==> src/include/supervisor_pkg.sv <==
// shared constants and carriers for the global supervisor
// assumes a single 200 MHz clock domain
package supervisor_pkg;

    // ****************************************
    // clock and timing
    // ****************************************
    localparam int unsigned CLK_MHZ = 200;
    localparam int unsigned DEBOUNCE_SHORT_US = 500;
    localparam int unsigned DEBOUNCE_LONG_MS = 30;
    localparam int unsigned HOLD_SHORT_S = 4;
    localparam int unsigned HOLD_LONG_S = 8;
    localparam int unsigned RELEASE_DELAY_US = 100;
    localparam int unsigned ASSERT_LEAD_US = 100;
    localparam int unsigned DEBOUNCE_SHORT_CYC = DEBOUNCE_SHORT_US * CLK_MHZ;
    localparam int unsigned DEBOUNCE_LONG_CYC = DEBOUNCE_LONG_MS * 1000 * CLK_MHZ;
    localparam longint unsigned HOLD_SHORT_CYC = 64'(HOLD_SHORT_S) * 1000000 * CLK_MHZ;
    localparam longint unsigned HOLD_LONG_CYC = 64'(HOLD_LONG_S) * 1000000 * CLK_MHZ;
    localparam int unsigned RELEASE_DELAY_CYC = RELEASE_DELAY_US * CLK_MHZ;
    localparam int unsigned ASSERT_LEAD_CYC = ASSERT_LEAD_US * CLK_MHZ;

    // ****************************************
    // on-key behaviour codes and resets
    // ****************************************
    localparam logic [1:0] BEHAVIOUR_PUSH = 2'h0;
    localparam logic [1:0] BEHAVIOUR_SLIDE = 2'h1;
    localparam logic [1:0] BEHAVIOUR_LOGIC = 2'h2;
    localparam logic [1:0] BEHAVIOUR_RESET = 2'h0;
    // arbitrary option code
    localparam logic [4:0] CHIP_OPTION_DEFAULT = 5'h0b;

    // ****************************************
    // interrupt bit positions
    // ****************************************
    localparam int unsigned INT_COUNT = 4;
    localparam int unsigned INT_ALARM1 = 0;
    localparam int unsigned INT_ALARM2 = 1;
    localparam int unsigned INT_KEY_RISE = 2;
    localparam int unsigned INT_KEY_FALL = 3;
    localparam logic [3:0] INT_MASK_RESET = 4'hf;

    typedef struct packed {
        logic alarm1_hot;
        logic alarm2_hot;
        logic shutdown_hot;
    } thermal_s;

    typedef struct packed {
        logic por;
        logic undervoltage;
        logic overvoltage;
    } supply_s;

    typedef enum logic [4:0] {
        ST_SHUTDOWN = 5'h01,
        ST_POWER_UP = 5'h02,
        ST_RESOURCE_ON = 5'h04,
        ST_LEAD = 5'h08,
        ST_POWER_DOWN = 5'h10
    } power_state_e;

endpackage

==> src/rtl/onkey_debounce.sv <==
// debounces the synchronised on-key level
// assumes input already passed two flip-flops
`timescale 1ns/1ps
module onkey_debounce #(
    parameter int unsigned SHORT_CYC = supervisor_pkg::DEBOUNCE_SHORT_CYC,
    parameter int unsigned LONG_CYC = supervisor_pkg::DEBOUNCE_LONG_CYC
) (
    input wire logic clk,
    input wire logic srst,
    input wire logic long_sel,
    input wire logic raw,
    output logic stable
);
    import supervisor_pkg::*;

    logic [31:0] count;
    wire [31:0] limit = long_sel ? LONG_CYC : SHORT_CYC;
    wire differs = raw != stable;
    wire settled = differs && (count >= limit - 32'h1);

    // debounce interval
    always_ff @(posedge clk) begin
        if (srst) begin
            count <= 32'h0;
            stable <= 1'b1;
        end else if (!differs) begin
            count <= 32'h0;
        end else if (settled) begin
            count <= 32'h0;
            stable <= raw;
        end else begin
            count <= count + 32'h1;
        end
    end
endmodule

==> src/rtl/pmic_global_supervisor.sv <==
// global supervisor: supply monitors, thermal, on-key, interrupt and reset pins
// assumes comparator and pin inputs are asynchronous; single clock clk
//
// Behaviour
// hold internal reset while supply below threshold
// flag undervoltage to the top controller
// inhibit regulators during overvoltage lock
// two thermal alarms with maskable rising interrupts
// shutdown temperature sets flag and powers off
// shutdown flag survives re-enable for software
// software unmasks alarms and reacts to them
// readable chip option identifier
// active-low on-key debounced, selectable interval
// maskable rise and fall on-key interrupts
// decode behaviour: push, slide, logic
// falling edge powers up in push/slide
// manual reset only in resource-on state
// push hold low powers down to shutdown
// slide hold high powers down to standby
// logic level powers up and down directly
// behaviour resets to push-button
// pullup strength: zero strong, one weak
// interrupt pin low on pending unmasked bit
// masks reset masked, masked bits ignored
// reset pin releases after last regulator plus delay
// reset pin asserts ahead of first disable
// flags latch, clear on read, mask-independent
`timescale 1ns/1ps
module pmic_global_supervisor #(
    parameter int unsigned DEBOUNCE_SHORT = supervisor_pkg::DEBOUNCE_SHORT_CYC,
    parameter int unsigned DEBOUNCE_LONG = supervisor_pkg::DEBOUNCE_LONG_CYC,
    parameter longint unsigned HOLD_SHORT = supervisor_pkg::HOLD_SHORT_CYC,
    parameter longint unsigned HOLD_LONG = supervisor_pkg::HOLD_LONG_CYC,
    parameter int unsigned RELEASE_DELAY = supervisor_pkg::RELEASE_DELAY_CYC,
    parameter int unsigned ASSERT_LEAD = supervisor_pkg::ASSERT_LEAD_CYC,
    // arbitrary option code
    parameter logic [4:0] CHIP_OPTION = supervisor_pkg::CHIP_OPTION_DEFAULT
) (
    input wire logic clk,
    input wire logic srst,
    input wire supervisor_pkg::supply_s supply_raw,
    input wire supervisor_pkg::thermal_s thermal_raw,
    input wire logic on_key_n,
    input wire logic [1:0] onkey_behaviour_select,
    input wire logic onkey_debounce_select,
    input wire logic manual_reset_hold_time,
    input wire logic weak_pullup_select_in,
    input wire logic [3:0] int_mask_wdata,
    input wire logic int_mask_write,
    input wire logic behaviour_write,
    input wire logic int_read,
    input wire logic event_read,
    input wire logic regulators_up_done,
    input wire logic regulators_down_done,
    output logic supply_por_reset,
    output logic supply_undervoltage,
    output logic supply_overvoltage_lock,
    output logic regulator_inhibit,
    output logic [4:0] chip_option_id,
    output logic [3:0] int_flags,
    output logic [3:0] int_mask,
    output logic [2:0] thermal_status,
    output logic thermal_shutdown_flag,
    output logic [1:0] behaviour_active,
    output logic weak_pullup_select,
    output logic onkey_level,
    output logic power_up_start,
    output logic power_down_start,
    output logic standby_target,
    output logic regulators_enable,
    output logic irq_out_n_o,
    output logic irq_out_n_oe,
    output logic reset_out_n_o,
    output logic reset_out_n_oe
);
    import supervisor_pkg::*;

    // ****************************************
    // input synchronisers
    // ****************************************
    logic [7:0] sync1;
    logic [7:0] sync2;
    wire [7:0] async_in = {on_key_n, supply_raw, thermal_raw, 1'b0};
    always_ff @(posedge clk) begin
        sync1 <= async_in;
        sync2 <= sync1;
    end
    wire key_sync = sync2[7];
    wire por_s = sync2[6];
    wire uv_s = sync2[5];
    wire ov_s = sync2[4];
    wire hot1 = sync2[3];
    wire hot2 = sync2[2];
    wire hot_sd = sync2[1];

    // ****************************************
    // supply monitors
    // ****************************************
    // por reset hold
    wire int_rst = srst | por_s;
    // undervoltage out
    assign supply_undervoltage = uv_s;
    assign supply_por_reset = por_s;
    // overvoltage inhibit
    assign supply_overvoltage_lock = ov_s;
    assign regulator_inhibit = ov_s | uv_s;
    // option id
    assign chip_option_id = CHIP_OPTION;

    // ****************************************
    // configuration
    // ****************************************
    logic [1:0] behaviour;
    logic pullup_weak;
    always_ff @(posedge clk) begin
        // behaviour reset
        if (int_rst) begin
            behaviour <= BEHAVIOUR_RESET;
            pullup_weak <= 1'b0;
        end else begin
            pullup_weak <= weak_pullup_select_in;
            if (behaviour_write && onkey_behaviour_select != 2'h3) begin
                behaviour <= onkey_behaviour_select;
            end
        end
    end
    // pullup strength
    assign weak_pullup_select = pullup_weak;
    assign behaviour_active = behaviour;
    // behaviour decode
    wire is_push = behaviour == BEHAVIOUR_PUSH;
    wire is_slide = behaviour == BEHAVIOUR_SLIDE;
    wire is_logic = behaviour == BEHAVIOUR_LOGIC;

    // ****************************************
    // on-key debounce and edges
    // ****************************************
    logic key_db;
    logic key_db_d;
    onkey_debounce #(
        .SHORT_CYC(DEBOUNCE_SHORT),
        .LONG_CYC(DEBOUNCE_LONG)
    ) u_debounce (
        .clk(clk),
        .srst(int_rst),
        .long_sel(onkey_debounce_select),
        .raw(key_sync),
        .stable(key_db)
    );
    always_ff @(posedge clk) begin
        if (int_rst) begin
            key_db_d <= 1'b1;
        end else begin
            key_db_d <= key_db;
        end
    end
    wire key_rise = key_db & ~key_db_d;
    wire key_fall = ~key_db & key_db_d;
    assign onkey_level = key_db;

    // ****************************************
    // thermal alarms
    // ****************************************
    logic [2:0] hot_d;
    logic tsd_flag;
    always_ff @(posedge clk) begin
        if (int_rst) begin
            hot_d <= 3'h0;
        end else begin
            hot_d <= {hot_sd, hot2, hot1};
        end
    end
    wire alarm1_rise = hot1 & ~hot_d[0];
    wire alarm2_rise = hot2 & ~hot_d[1];
    wire tsd_rise = hot_sd & ~hot_d[2];
    assign thermal_status = {hot_sd, hot2, hot1};
    // flag kept over re-enable and por, cleared only by read or srst
    always_ff @(posedge clk) begin
        if (srst) begin
            tsd_flag <= 1'b0;
        end else if (tsd_rise) begin
            tsd_flag <= 1'b1;
        end else if (event_read) begin
            tsd_flag <= 1'b0;
        end
    end
    assign thermal_shutdown_flag = tsd_flag;

    // ****************************************
    // interrupt flags and mask
    // ****************************************
    logic [3:0] flags;
    logic [3:0] mask;
    wire [3:0] events;
    // alarm events
    assign events[INT_ALARM1] = alarm1_rise;
    assign events[INT_ALARM2] = alarm2_rise;
    // key edge events
    assign events[INT_KEY_RISE] = key_rise;
    assign events[INT_KEY_FALL] = key_fall;
    genvar gi;
    generate
        for (gi = 0; gi < INT_COUNT; gi++) begin : g_flag
            // set wins over read clear
            always_ff @(posedge clk) begin
                if (int_rst) begin
                    flags[gi] <= 1'b0;
                end else if (events[gi]) begin
                    flags[gi] <= 1'b1;
                end else if (int_read) begin
                    flags[gi] <= 1'b0;
                end
            end
        end
    endgenerate
    // masks reset masked
    always_ff @(posedge clk) begin
        if (int_rst) begin
            mask <= INT_MASK_RESET;
        end else if (int_mask_write) begin
            mask <= int_mask_wdata;
        end
    end
    assign int_flags = flags;
    assign int_mask = mask;
    // nor of unmasked pending
    wire irq_any = |(flags & ~mask);
    assign irq_out_n_o = 1'b0;
    assign irq_out_n_oe = ~irq_any;

    // ****************************************
    // manual reset hold counter
    // ****************************************
    power_state_e state;
    power_state_e next_state;
    logic [63:0] hold_count;
    logic [31:0] delay_count;
    wire [63:0] hold_limit = manual_reset_hold_time ? HOLD_LONG : HOLD_SHORT;
    // push held low; R15 slide held high
    wire hold_level = (is_push && !key_db) || (is_slide && key_db);
    // only in resource-on
    wire hold_active = hold_level && state == ST_RESOURCE_ON;
    wire hold_done = hold_active && hold_count >= hold_limit - 64'h1;
    always_ff @(posedge clk) begin
        if (int_rst || !hold_active) begin
            hold_count <= 64'h0;
        end else if (!hold_done) begin
            hold_count <= hold_count + 64'h1;
        end
    end

    // ****************************************
    // power state sequence
    // ****************************************
    // falling edge wake
    wire wake_edge = (is_push || is_slide) && key_fall;
    // logic level control
    wire logic_on = is_logic && !key_db;
    wire logic_off = is_logic && key_db;
    // thermal shutdown off
    wire force_off = hot_sd || ov_s || uv_s;
    wire wake = (wake_edge || logic_on) && !regulator_inhibit && !hot_sd;
    wire go_down = hold_done || logic_off || force_off;
    wire lead_done = delay_count >= ASSERT_LEAD - 32'h1;
    wire release_done = delay_count >= RELEASE_DELAY - 32'h1;
    logic standby;
    logic rst_n;

    always_comb begin
        next_state = state;
        case (state)
            ST_SHUTDOWN: begin
                if (wake) begin
                    next_state = ST_POWER_UP;
                end
            end
            ST_POWER_UP: begin
                if (force_off) begin
                    next_state = ST_LEAD;
                end else if (regulators_up_done && release_done) begin
                    next_state = ST_RESOURCE_ON;
                end
            end
            ST_RESOURCE_ON: begin
                if (go_down) begin
                    next_state = ST_LEAD;
                end
            end
            ST_LEAD: begin
                if (lead_done) begin
                    next_state = ST_POWER_DOWN;
                end
            end
            ST_POWER_DOWN: begin
                if (regulators_down_done) begin
                    next_state = ST_SHUTDOWN;
                end
            end
            default: begin
                next_state = ST_SHUTDOWN;
            end
        endcase
    end

    always_ff @(posedge clk) begin
        if (int_rst) begin
            state <= ST_SHUTDOWN;
            delay_count <= 32'h0;
            standby <= 1'b0;
            rst_n <= 1'b0;
        end else begin
            state <= next_state;
            // release delay after last regulator
            if (next_state != state) begin
                delay_count <= 32'h0;
            end else if (state == ST_LEAD || (state == ST_POWER_UP && regulators_up_done)) begin
                delay_count <= delay_count + 32'h1;
            end
            rst_n <= next_state == ST_RESOURCE_ON;
            if (state == ST_RESOURCE_ON && next_state == ST_LEAD) begin
                standby <= is_slide && hold_done;
            end
        end
    end

    assign power_up_start = state == ST_SHUTDOWN && next_state == ST_POWER_UP;
    assign power_down_start = state == ST_LEAD && next_state == ST_POWER_DOWN;
    assign standby_target = standby;
    // regulators held through lead
    assign regulators_enable = state == ST_POWER_UP || state == ST_RESOURCE_ON
        || state == ST_LEAD;
    assign reset_out_n_o = 1'b0;
    assign reset_out_n_oe = rst_n;
endmodule

==> config.mk <==
export PLATFORM = sky130hd
export DESIGN_NAME = pmic_global_supervisor
export DESIGN_NICKNAME = d
export VERILOG_FILES = /design/src/include/supervisor_pkg.sv /design/src/rtl/onkey_debounce.sv /design/src/rtl/pmic_global_supervisor.sv
export SDC_FILE = /design/constraint.sdc
export NUM_CORES = 1
export LEC_CHECK = 0
export ABC_AREA = 0
export BUFFER_PORTS_ARGS = -buffer_cell sky130_fd_sc_hd__buf_2
export CORE_MARGIN = 4
export CORE_UTILIZATION = 35
export CTS_CLUSTER_DIAMETER = 50
export DETAILED_ROUTE_END_ITERATION = 7
export HOLD_SLACK_MARGIN = 0.1
export PLACE_DENSITY = 0.62
export REMOVE_ABC_BUFFERS = 1
export SYNTH_ARGS = -nofsm -noshare
export SYNTH_HDL_FRONTEND = slang
export SYNTH_SLANG_ARGS = --single-unit
==> constraint.sdc <==
create_clock -name clk -period 2.4 [get_ports clk]
set_input_delay 0.12 -clock clk [delete_from_list [all_inputs] [get_ports clk]]
set_output_delay 0.12 -clock clk [all_outputs]
set_load 0.02 [all_outputs]
After elaboration in Yosys (flattened, before gate mapping)

Index checks and enable logic that the tools add are counted.

Register bits after elaboration: 166
Bits of input ports: 24
Word-level logic and storage cells: 115

Add/sub/neg operators: 5
Magnitude comparators: 3
Equality and inequality tests: 14
Multiplexer cells: 16
Bitwise operators: 16
Reduce and logical (&&, ||, !) cells: 42

Operator list:

| operator              | number |
|---|---|
| $add 32x1->32 const B | 2 |
| $add 64x1->64 const B | 1 |
| $ge 64x64->1          | 1 |
| $ge 32x15->1 const B  | 1 |
| $ge 32x32->1          | 1 |
| $sub 31x1->32 const B | 1 |
| $sub 32x1->32 const B | 1 |
| $mux 31               | 1 |
| $mux 5                | 6 |
| $pmux 5 s5            | 1 |
| $mux 23               | 1 |
| $logic_and 1x1->1     | 17 |
| $logic_or 1x1->1      | 11 |
| $eq 5x2->1 const B    | 2 |
| $eq 5x3->1 const B    | 2 |
| $eq 5x4->1 const B    | 2 |
| $eq 5x5->1 const B    | 2 |
| $reduce_bool 2->1     | 5 |
| $mux 1                | 7 |
| $not 1->1             | 7 |
| $and 1x1->1           | 5 |
| $eq 5x1->1 const B    | 1 |
| $ne 5x5->1            | 1 |
| $and 4x4->4           | 1 |
| other kinds (12)      | 16 |

Longest topological paths before layout

Gate-level depths: netlist of run 1.

Word-level depth: 11
Depth in mapped cells: 10

Hierarchy

From an unflattened synthesis of run 1, not the netlist that was laid out.

Cells, all modules: 813
Area, all modules: 7335.8 um^2

By module, submodules not included:

| module                 | instances | cells each | area each (um^2) | seq. area each (um^2) |
|---|---|---|---|---|
| pmic_global_supervisor | 1         | 647        | 5689.2           | 2662.6 |
| onkey_debounce         | 1         | 166        | 1646.6           | 660.6 |

Least setup slack after synthesis of run 1

OpenSTA, ideal clock, no wires.

Path kind: register to register
Start point: reg hold_count[21]
End point: reg hold_count[29]
Library setup time: 116 ps
Arrival: 2264 ps
Required time: 2284 ps
Setup slack: 20 ps
Cell stages (with the launch flop): 9
Buffers on the path: 0
Cells stage by stage: dfxtp_1 ha_1 a211oi_1 nor2_1 o31ai_1 nand3_1 a211oi_1 a21oi_1 a31o_2

Longest elaborated chain between the ends: 2
Elaborated cells on any way between the ends: 3
Classes of those cells: add/sub: 1; order compare: 1; reduce/logical: 1

RTL lines:

| element                | RTL line                      | RTL |
|---|---|---|
| start, declared        | pmic_global_supervisor.sv:236 | `logic [63:0] hold_count;` |
| start signal, assigned | pmic_global_supervisor.sv:248 | `hold_count <= hold_count + 64'h1;` |
| $ge 64x64->1           | pmic_global_supervisor.sv:243 | `wire hold_done = hold_active && hold_count >= hold_limit - 64'h1;` |
| $logic_and 1x1->1      | pmic_global_supervisor.sv:243 |  |

Parallel ways exist; a longest one is shown, timed or not.
A chain may end at the register's enable or synchronous reset.

Worst setup path in the final report of run 1

Start point: reg delay_count[18]
End point: reg delay_count[23]

Longest elaborated chain between the ends: 7
Elaborated cells on any way between the ends: 9
Classes of those cells: add/sub: 1; order compare: 1; eq/ne: 1; mux: 4; reduce/logical: 2

RTL lines:

| element                   | RTL line                                                     | RTL |
|---|---|---|
| start, declared           | pmic_global_supervisor.sv:237                                | `logic [31:0] delay_count;` |
| start signal, assigned    | pmic_global_supervisor.sv:317                                | `delay_count <= delay_count + 32'h1;` |
| $ge 32x15->1              | pmic_global_supervisor.sv:264, pmic_global_supervisor.sv:265 |  |
| $logic_and 1x1->1         | pmic_global_supervisor.sv:280                                | `end else if (regulators_up_done && release_done) begin` |
| $mux 5                    | pmic_global_supervisor.sv:280                                |  |
| $mux 5                    | pmic_global_supervisor.sv:278                                | `if (force_off) begin` |
| $pmux 5 s5                | pmic_global_supervisor.sv:271                                | `case (state)` |
| $ne 5x5->1                | pmic_global_supervisor.sv:314                                | `if (next_state != state) begin` |
| $reduce_or 2->1 (no line) | n/a                                                          |  |

Parallel ways exist; a longest one is shown, timed or not.

==> results of run 1 <==
-- where the power goes --
| group | leakage, nW | switching [W] | internal (W) | total (W) |
|---|---|---|---|---|
| clock network | 0.261 | 0.00112 | 0.00141 | 0.00253 |
| registers | 1.35 | 0.0000181 | 0.00278 | 0.00280 |
| logic | 2.07 | 0.000120 | 0.000104 | 0.000224 |
| total | 3.68 | 0.00125 | 0.00430 | 0.00556 |
-- placed cells by master (no fill, tap or decap), types with 11 or more instances in the layout --
cell type / instances
nand2_1: 70
dlygate4sd3_1: 28
a21oi_1: 25
xor2_1: 20
inv_1: 27
xnor2_1: 61
buf_4: 46
clkbuf_16: 19
o21ai_0: 11
nor2_1: 101
nor3_1: 15
nand3_1: 35
and3_1: 48
buf_2: 49
nand4_1: 29
conb_1: 15
dfxtp_1: 160
ha_1: 19
nor4_1: 13
-- cell families (layout without fill, tap and decap cells) --
kind of cell / count (synthesis) / after routing / share of synthesized area (%)
AO/OA/AOI/OAI: 93 / 93 / 8.71
other: 2 / 15 / 0.102
flip-flops: 166 / 166 / 45.2
buffers and inverters: 72 / 192 / 4.98
adder cells (fa/ha/maj): 22 / 22 / 3.74
multiplexers: 6 / 6 / 0.816
XOR/XNOR: 81 / 81 / 9.64
AND/OR/NAND/NOR: 391 / 391 / 26.8
-- sequential cells by signal, summed over array words and instances, names as in the netlist --
name	cells
thermal_shutdown_flag	1
u_debounce.count	32
int_mask	4
standby_target	1
weak_pullup_select	1
sync1	7
state	5
delay_count	32
reset_out_n_oe	1
u_debounce.stable	1
behaviour_active	2
key_db_d	1
hot_d	3
int_flags	4
sync2	7
hold_count	64
-- critical path, delay by kind of cell, from the launching register on --
kind                   cells  cell delay [ns]
flip-flops                 1             0.32
buffers and inverters      3             0.46
AO/OA/AOI/OAI              3             0.40
AND/OR/NAND/NOR            4             1.10
-- layout make-up --
cell class	instances	area, um2	share of cell area [%]
clock buffer	23	478	5.11
inverter	27	101	1.08
multi-input combinational	608	3990	42.7
sequential	166	3330	35.6
timing repair buffer	133	1050	11.2
clock inverter	9	67.6	0.722
tap	270	338	3.61
-- how the worst max path moves through the flow --
stage,start,endpoint,slack [ns],cells past startpoint
2_1_floorplan,state[3],hold_count[29],-2.20,6
3_3_place_gp,manual_reset_hold_time,delay_count[1],-0.05,12
3_5_place_dp,manual_reset_hold_time,delay_count[1],-0.1,12
4_1_cts,delay_count[17],delay_count[23],0.0002,8
5_1_grt,hold_count[30],delay_count[12],-0.10,12
6_report,delay_count[18],delay_count[23],0.03,10
-- synth_stat cells (4+ instances only) --
master	instances
dfxtp_1	166
nor2_1	111
nand2_1	75
xnor2_1	61
and3_1	48
nand3_1	36
nand4_1	29
a21oi_1	28
clkbuf_1	27
inv_1	27
ha_1	22
nor3_1	21
xor2_1	20
nor4_1	15
o21ai_0	13
a211oi_1	10
and2_1	9
o211ai_1	8
buf_4	7
mux2i_1	6
nor2b_1	6
and4_1	5
buf_6	5
or3_1	5
a31oi_1	4
nand2b_1	4
o31ai_1	4
or2_2	4
-- timing repair --
action / CTS / global route
gates cloned: 2 / 3
endpoints found under the hold margin: 23 / 0
setup buffers: 3 / 5
hold buffers: 28 / 0
endpoints found under the setup margin: 33 / 48
pin swaps: 2 / 22
resized for setup: 7 / 59
-- through the flow --
stage               power, W  setup TNS (ns)  hold slack, ns  instance area [um2]  worst slack [ns]
global placement     0.00303           -1.47           0.223                 8100           -0.0539
global route         0.00577           -2.52           0.311                 9360            -0.102
finish               0.00556               0           0.326                 9360            0.0253
CTS                  0.00561               0           0.301                 9020          0.000156
detailed placement   0.00303           -2.97           0.224                 8100           -0.0971
floorplan            0.00295         -128.81           0.148                 7140             -2.20
-- layer usage --
metal / wire, um / up-vias / global-route usage, % / share of wire [%]
met3: 594 / 18 / 3.45 / 3.5
met2: 8010 / 86 / 23.1 / 47
met4: 331 / 0 / 5.18 / 1.9
li1: - / 3106 / - / -
met5: 0 / - / 0 / 0
met1: 8050 / 2796 / 19.4 / 47
==> metrics.md, run 1 <==
| Metric | Value |
|---|---|
| Status | complete, no violations |
| CTS Root Cell | clkbuf_16 |
| Worst-Margin Slew | 0.497 ns |
| Setup violations, final | 0 |
| Yosys top cell area share | 45.2% |
| CTS buffer count | 17 |
| Reg clk slew, reported paths | 0.06 ns |
| Area Growth Syn to Fin | 27.2% |
| Gpl congestion | 0.798 |
| Critical path class | reg -> reg |
| VDD IR-drop max | 0.399 mV |
| Hold Path End | sync1[5] |
| Total global routing track utilization | 14.6% |
| Synth area leaders | dfxtp_1, xnor2_1, nor2_1, and3_1, nand2_1 |
| Worst path cell trace | or4_4 > nor3_4 > o211ai_2 > buf_4 > and2_2 > a31oi_4 > a31oi_4 > buf_12 > buf_12 > nor3b_2 |
| Finished Layout Cells | 1,236 |
| Worst hold path depth | 2 |
| Critical-path top delay cell | or4_4 |
| Hold crit path type | in -> reg |
| R2R depth | 10 |
| Fmax | 421 MHz |
| Vias per inst | 4.86 |
| Sequential-to-total area share from yosys stat | 45.2% |
| Max Slew Vio Count | 0 |
| RR Endpoint | delay_count[23] |
| Synthesized area | 7360 um2 |
| CTS sink count | 166 |
| Synth area leader | dfxtp_1 |
| Number of DRC markers in iteration 0 | 325 |
| Layout cell share with drive strength beyond 1 | 21.7% |
| Vert. Die Dim | 153 um |
| Slew headroom | 66.7% |
| Mapped Avg Cell Area | 8.83 um2 |
| # diodes | 0 |
| Ys flop type | dfxtp_1 |
| Yosys Warn Count | 0 |
| Final core utilization | 45.8% |
| CP peak stage delay | 0.54 ns |
| CTS tree | done |
| HPWL after DPL | 11,300 um |
| Setup crit start kind | flop |
| Hold path start | supply_raw[1] |
| Core area | 20,400 um2 |
| Max Cap Viol | 0 |
| Rows | 52 |
| Post-synth EDFFs | 0 |
| Net count, final | 999 |
| R2r startpoint | delay_count[18] |
| IO buf count | 49 |
| RSZ-0062 raised after global routing | true |
| Synth cell types | 64 |
| Arrival time at the worst endpoint | 2.72 ns |
| Die Footprint | 23,400 um2 |
| Clock Skew | 0.0117 ns |
| Die W | 153 um |
| Via count | 6,006 |
| Htree depth | 4 |
| Initial antenna violation count | 0 |
| Remaining Overflow, GRT | 0 |
| Global-route wire length before repair | 28,500 um |
| Post-synthesis cell count | 833 |
| IO Pins | 57 |
| Post-DR wirelength/cell | 13.7 um |
| Largest net degree at the start of global routing | 39 |
| Placed Cells | 1,165 |
| Worst skew pair latency | 0.43 ns |
| Final hold violation count | 0 |
| Asr flop ratio synth | 0% |
| LEAKAGE | 3.68 nW |
| Vias in the first global route | 5,834 |
| Clock Path Buffers | 2 |
| # DRC | 0 |
| Period utilisation layout | 98.9% |
| Total Wirelength | 17,000 um |
| R2r setup slk | 0.03 ns |
| Crit end category | flop |
| Seq cells post-synth | 166 |
| Max FO, Critical Path | 8 |
| Initial DRT Pass Iterations | 4 |
| Pwr Density | 594 nW/um2 |
| Fin crit period | 2.37 ns |
| CP required | 2.75 ns |
| FILL cells | 1,962 |
| Starting Density | 36.0% |
| ANT nets after route | 0 |
(Power assumes the default switching activity.)
==> inputs of run 2 (changes only) <==
--- a/config.mk
+++ b/config.mk
@@ -5,14 +5,15 @@
 export SDC_FILE = /design/constraint.sdc
 export NUM_CORES = 1
 export LEC_CHECK = 0
-export ABC_AREA = 0
-export BUFFER_PORTS_ARGS = -buffer_cell sky130_fd_sc_hd__buf_2
+export ABC_AREA = 1
+export ABC_CLOCK_PERIOD_IN_PS = 2400
 export CORE_MARGIN = 4
 export CORE_UTILIZATION = 35
 export CTS_CLUSTER_DIAMETER = 50
 export DETAILED_ROUTE_END_ITERATION = 7
+export DONT_BUFFER_PORTS = 1
 export HOLD_SLACK_MARGIN = 0.1
-export PLACE_DENSITY = 0.62
+export PLACE_DENSITY = 0.6
 export REMOVE_ABC_BUFFERS = 1
 export SYNTH_ARGS = -nofsm -noshare
 export SYNTH_HDL_FRONTEND = slang
==> run 2 against run 1 <==
  * Combinational power shrank 36%
  * Area after synthesis grew 11%
  * Fmax grew 4.2%
  * Register-to-register slack gained 0.095 ns
  * Non-clock buffer count shrank 69
  * Synthesized cell count grew 33%
  * Global-route usage shrank 0.056 points
  * Via count grew 19%
  * Clock power grew 16%
  * Count of clock-buffer cells in the layout shrank 6
  * First-iteration DRC count grew 9.2%
  * Highest routed layer unchanged
==> metrics.md, run 2 <==
| Metric | Value |
|---|---|
| Yosys top cell area share | 40.6% (was 45.2%) |
| Setup crit start kind | flop (unchanged) |
| Period utilisation layout | 95.0% (was 98.9%) |
| Slew headroom | 61.1% (was 66.7%) |
| ANT nets after route | 0 (unchanged) |
| Status | complete, no violations (unchanged) |
| Sequential-to-total area share from yosys stat | 40.6% (was 45.2%) |
| Max Cap Viol | 0 (unchanged) |
| Max FO, Critical Path | 5 (was 8) |
| Hold path start | thermal_raw[0] (was supply_raw[1]) |
| Global-route wire length before repair | 31,500 um (was 28,500 um) |
| Hold crit path type | in -> reg (unchanged) |
| Layout cell share with drive strength beyond 1 | 12.6% (was 21.7%) |
| Htree depth | 4 (unchanged) |
| Post-DR wirelength/cell | 12.6 um (was 13.7 um) |
| R2r startpoint | hold_count[22] (was delay_count[18]) |
| Fmax | 439 MHz (was 421 MHz) |
| Final core utilization | 42.8% (was 45.8%) |
| Core area | 22,800 um2 (was 20,400 um2) |
| Max Slew Vio Count | 0 (unchanged) |
| Total Wirelength | 19,000 um (was 17,000 um) |
| Mapped Avg Cell Area | 7.36 um2 (was 8.83 um2) |
| Starting Density | 35.8% (was 36.0%) |
| Asr flop ratio synth | 0% (unchanged) |
| CTS sink count | 166 (unchanged) |
| Crit end category | flop (unchanged) |
| Synthesized area | 8180 um2 (was 7360 um2) |
| Vias per inst | 4.74 (was 4.86) |
| CTS Root Cell | clkbuf_16 (unchanged) |
| LEAKAGE | 3.71 nW (was 3.68 nW) |
| Remaining Overflow, GRT | 0 (unchanged) |
| FILL cells | 2,356 (was 1,962) |
| Max FFs per register | 64 (unchanged) |
| Vert. Die Dim | 161 um (was 153 um) |
| Initial antenna violation count | 0 (unchanged) |
| Gpl congestion | 0.914 (was 0.798) |
| Worst Setup SP | hold_count[22] (was delay_count[18]) |
| HPWL after DPL | 13,600 um (was 11,300 um) |
| Clock Path Buffers | 2 (unchanged) |
| Vias in the first global route | 6,756 (was 5,834) |
| Fin crit period | 2.28 ns (was 2.37 ns) |
| Largest net degree at the start of global routing | 44 (was 39) |
| Yosys Warn Count | 0 (unchanged) |
| Most common cell after layout, fill and taps aside | nand2_1 (was dfxtp_1) |
| Via count | 7,166 (was 6,006) |
| Reg clk slew, reported paths | 0.07 ns (was 0.06 ns) |
| Clock Skew | 0.0206 ns (was 0.0117 ns) |
| Dpl ws | -0.0123 ns (was -0.0971 ns) |
| Reg with most FFs | hold_count (unchanged) |
| CTS tree | done (unchanged) |
| Total power | 0.00590 W (was 0.00556 W) |
| Critical path class | reg -> reg (unchanged) |
| Post-synth top cells | nand2_1, dfxtp_1, inv_1 (was dfxtp_1, nor2_1, nand2_1) |
| Initial DRT Pass Iterations | 4 (unchanged) |
| IO Pins | 57 (unchanged) |
| Worst skew pair latency | 0.44 ns (was 0.43 ns) |
| VDD IR-drop max | 0.421 mV (was 0.399 mV) |
| Synth cell types | 46 (was 64) |
| Synth area leaders | dfxtp_1, nand2_1, inv_1, nor2_1, a21oi_1 (was dfxtp_1, xnor2_1, nor2_1, and3_1, nand2_1) |
| CP required | 2.77 ns (was 2.75 ns) |
| Die Footprint | 25,900 um2 (was 23,400 um2) |
| Synth area leader | dfxtp_1 (unchanged) |
| Post-synthesis cell count | 1,112 (was 833) |
| Net count, final | 1,232 (was 999) |
| Largest regs | hold_count: 64 flops, delay_count: 32 flops, u_debounce.count: 32 flops (unchanged) |
| # diodes | 0 (unchanged) |
| Arrival time at the worst endpoint | 2.65 ns (was 2.72 ns) |
| Finished Cell Area | 9770 um2 (was 9360 um2) |
| # DRC | 0 (unchanged) |
| Pwr Density | 603 nW/um2 (was 594 nW/um2) |
| Number of DRC markers in iteration 0 | 355 (was 325) |
| Rows | 55 (was 52) |
| Die W | 161 um (was 153 um) |
| Final hold slack | 0.221 ns (was 0.326 ns) |
| Final hold violation count | 0 (unchanged) |
| Most common cell in the netlist | nand2_1 (was dfxtp_1) |
| Ys flop type | dfxtp_1 (unchanged) |
| Setup violations, final | 0 (unchanged) |
| Most frequent cells in the layout | nand2_1, inv_1, dfxtp_1 (was dfxtp_1, nor2_1, nand2_1) |
| Dpl cell area | 8750 um2 (was 8100 um2) |
| IO buf count | 0 (was 49) |
| Worst-Margin Slew | 0.577 ns (was 0.497 ns) |
| Total global routing track utilization | 14.5% (was 14.6%) |
| Area Growth Syn to Fin | 19.5% (was 27.2%) |
| Seq cells post-synth | 166 (unchanged) |
| R2r setup slk | 0.12 ns (was 0.03 ns) |
| CTS buffer count | 17 (unchanged) |
| Final Worst Setup Slack | 0.121 ns (was 0.0253 ns) |
| Post-synth EDFFs | 0 (unchanged) |
-- run 2: cell types whose count changed after synthesis, moves of 16 or more --
cell | previous run | this run
nor3_1 | 21 | 48
clkbuf_1 | 27 | 11
nor2_1 | 111 | 149
and3_1 | 48 | 1
xnor2_1 | 61 | 12
a21oi_1 | 28 | 72
nand2_1 | 75 | 184
nand3_1 | 36 | 65
inv_1 | 27 | 166
-- run 2: layer usage --
metal / wire, um / up-vias / GRT usage [%] / part of all wire, %
li1: - / 3756 / - / -
met1: 9220 / 3253 / 18.8 / 48
met2: 8530 / 133 / 23.1 / 45
met3: 963 / 24 / 4.46 / 5.1
met4: 303 / 0 / 4.65 / 1.6
met5: 0 / - / 0 / 0
-- run 2: critical path: stages (launching register included) --
cell	delay (ns)
dfxtp_1	0.32
ha_1	0.28
nand2_2	0.08
nor2_1	0.05
nand2_1	0.06
nand3_1	0.09
a21oi_2	0.16
nand3_2	0.16
nand2_4	0.15
nand2_2	0.07
nor2_2	0.16
nand4_1	0.22
nor2_2	0.22
nand2_1	0.10
a21oi_2	0.12
-- run 2: kinds of logic after synthesis --
family	share of synthesized area, %
AO/OA/AOI/OAI	8.66
XOR/XNOR	5.03
adder cells (fa/ha/maj)	3.37
buffers and inverters	9.55
flip-flops	40.6
multiplexers	0.122
other	0.0918
AND/OR/NAND/NOR	32.6
-- run 2: timing repair --
action	CTS	global route
endpoints found under the hold margin	27	0
hold buffers	22	0
setup buffers	0	6
cloned	0	2
resized for setup	1	21
pin swaps	0	11
endpoints found under the setup margin	2	59
-- run 2: final cells by class --
class | count | area [um2] | area share [%]
Inverter | 169 | 634 | 6.49
Timing Repair Buffer | 64 | 566 | 5.79
Multi-Input combinational cell | 768 | 4220 | 43.2
Tap cell | 313 | 392 | 4.01
Clock inverter | 15 | 208 | 2.13
Sequential cell | 166 | 3330 | 34.0
Clock buffer | 17 | 425 | 4.35
-- run 2: worst paths after layout --
check,depth (start not counted),end
worst max-delay path,14,hold_count[43]
worst min-delay path,1,sync1[1]
worst max register to register,14,hold_count[43]
worst min register to register,0,sync2[2]
-- run 2: power by group --
group / switching, W / internal, W / leakage, nW / total, W
registers: 0.0000301 / 0.00278 / 1.35 / 0.00281
clock network: 0.00125 / 0.00169 / 0.309 / 0.00294
logic: 0.0000818 / 0.0000614 / 2.05 / 0.000143
-- run 2: through the flow --
stage / setup TNS (ns) / std cells
6_report: 0 / 1512
5_1_grt: -0.0589 / 1512
4_1_cts: 0 / 1504
3_5_place_dp: -0.0123 / 1450
3_3_place_gp: 0 / 1450
2_1_floorplan: -0.246 / 1102
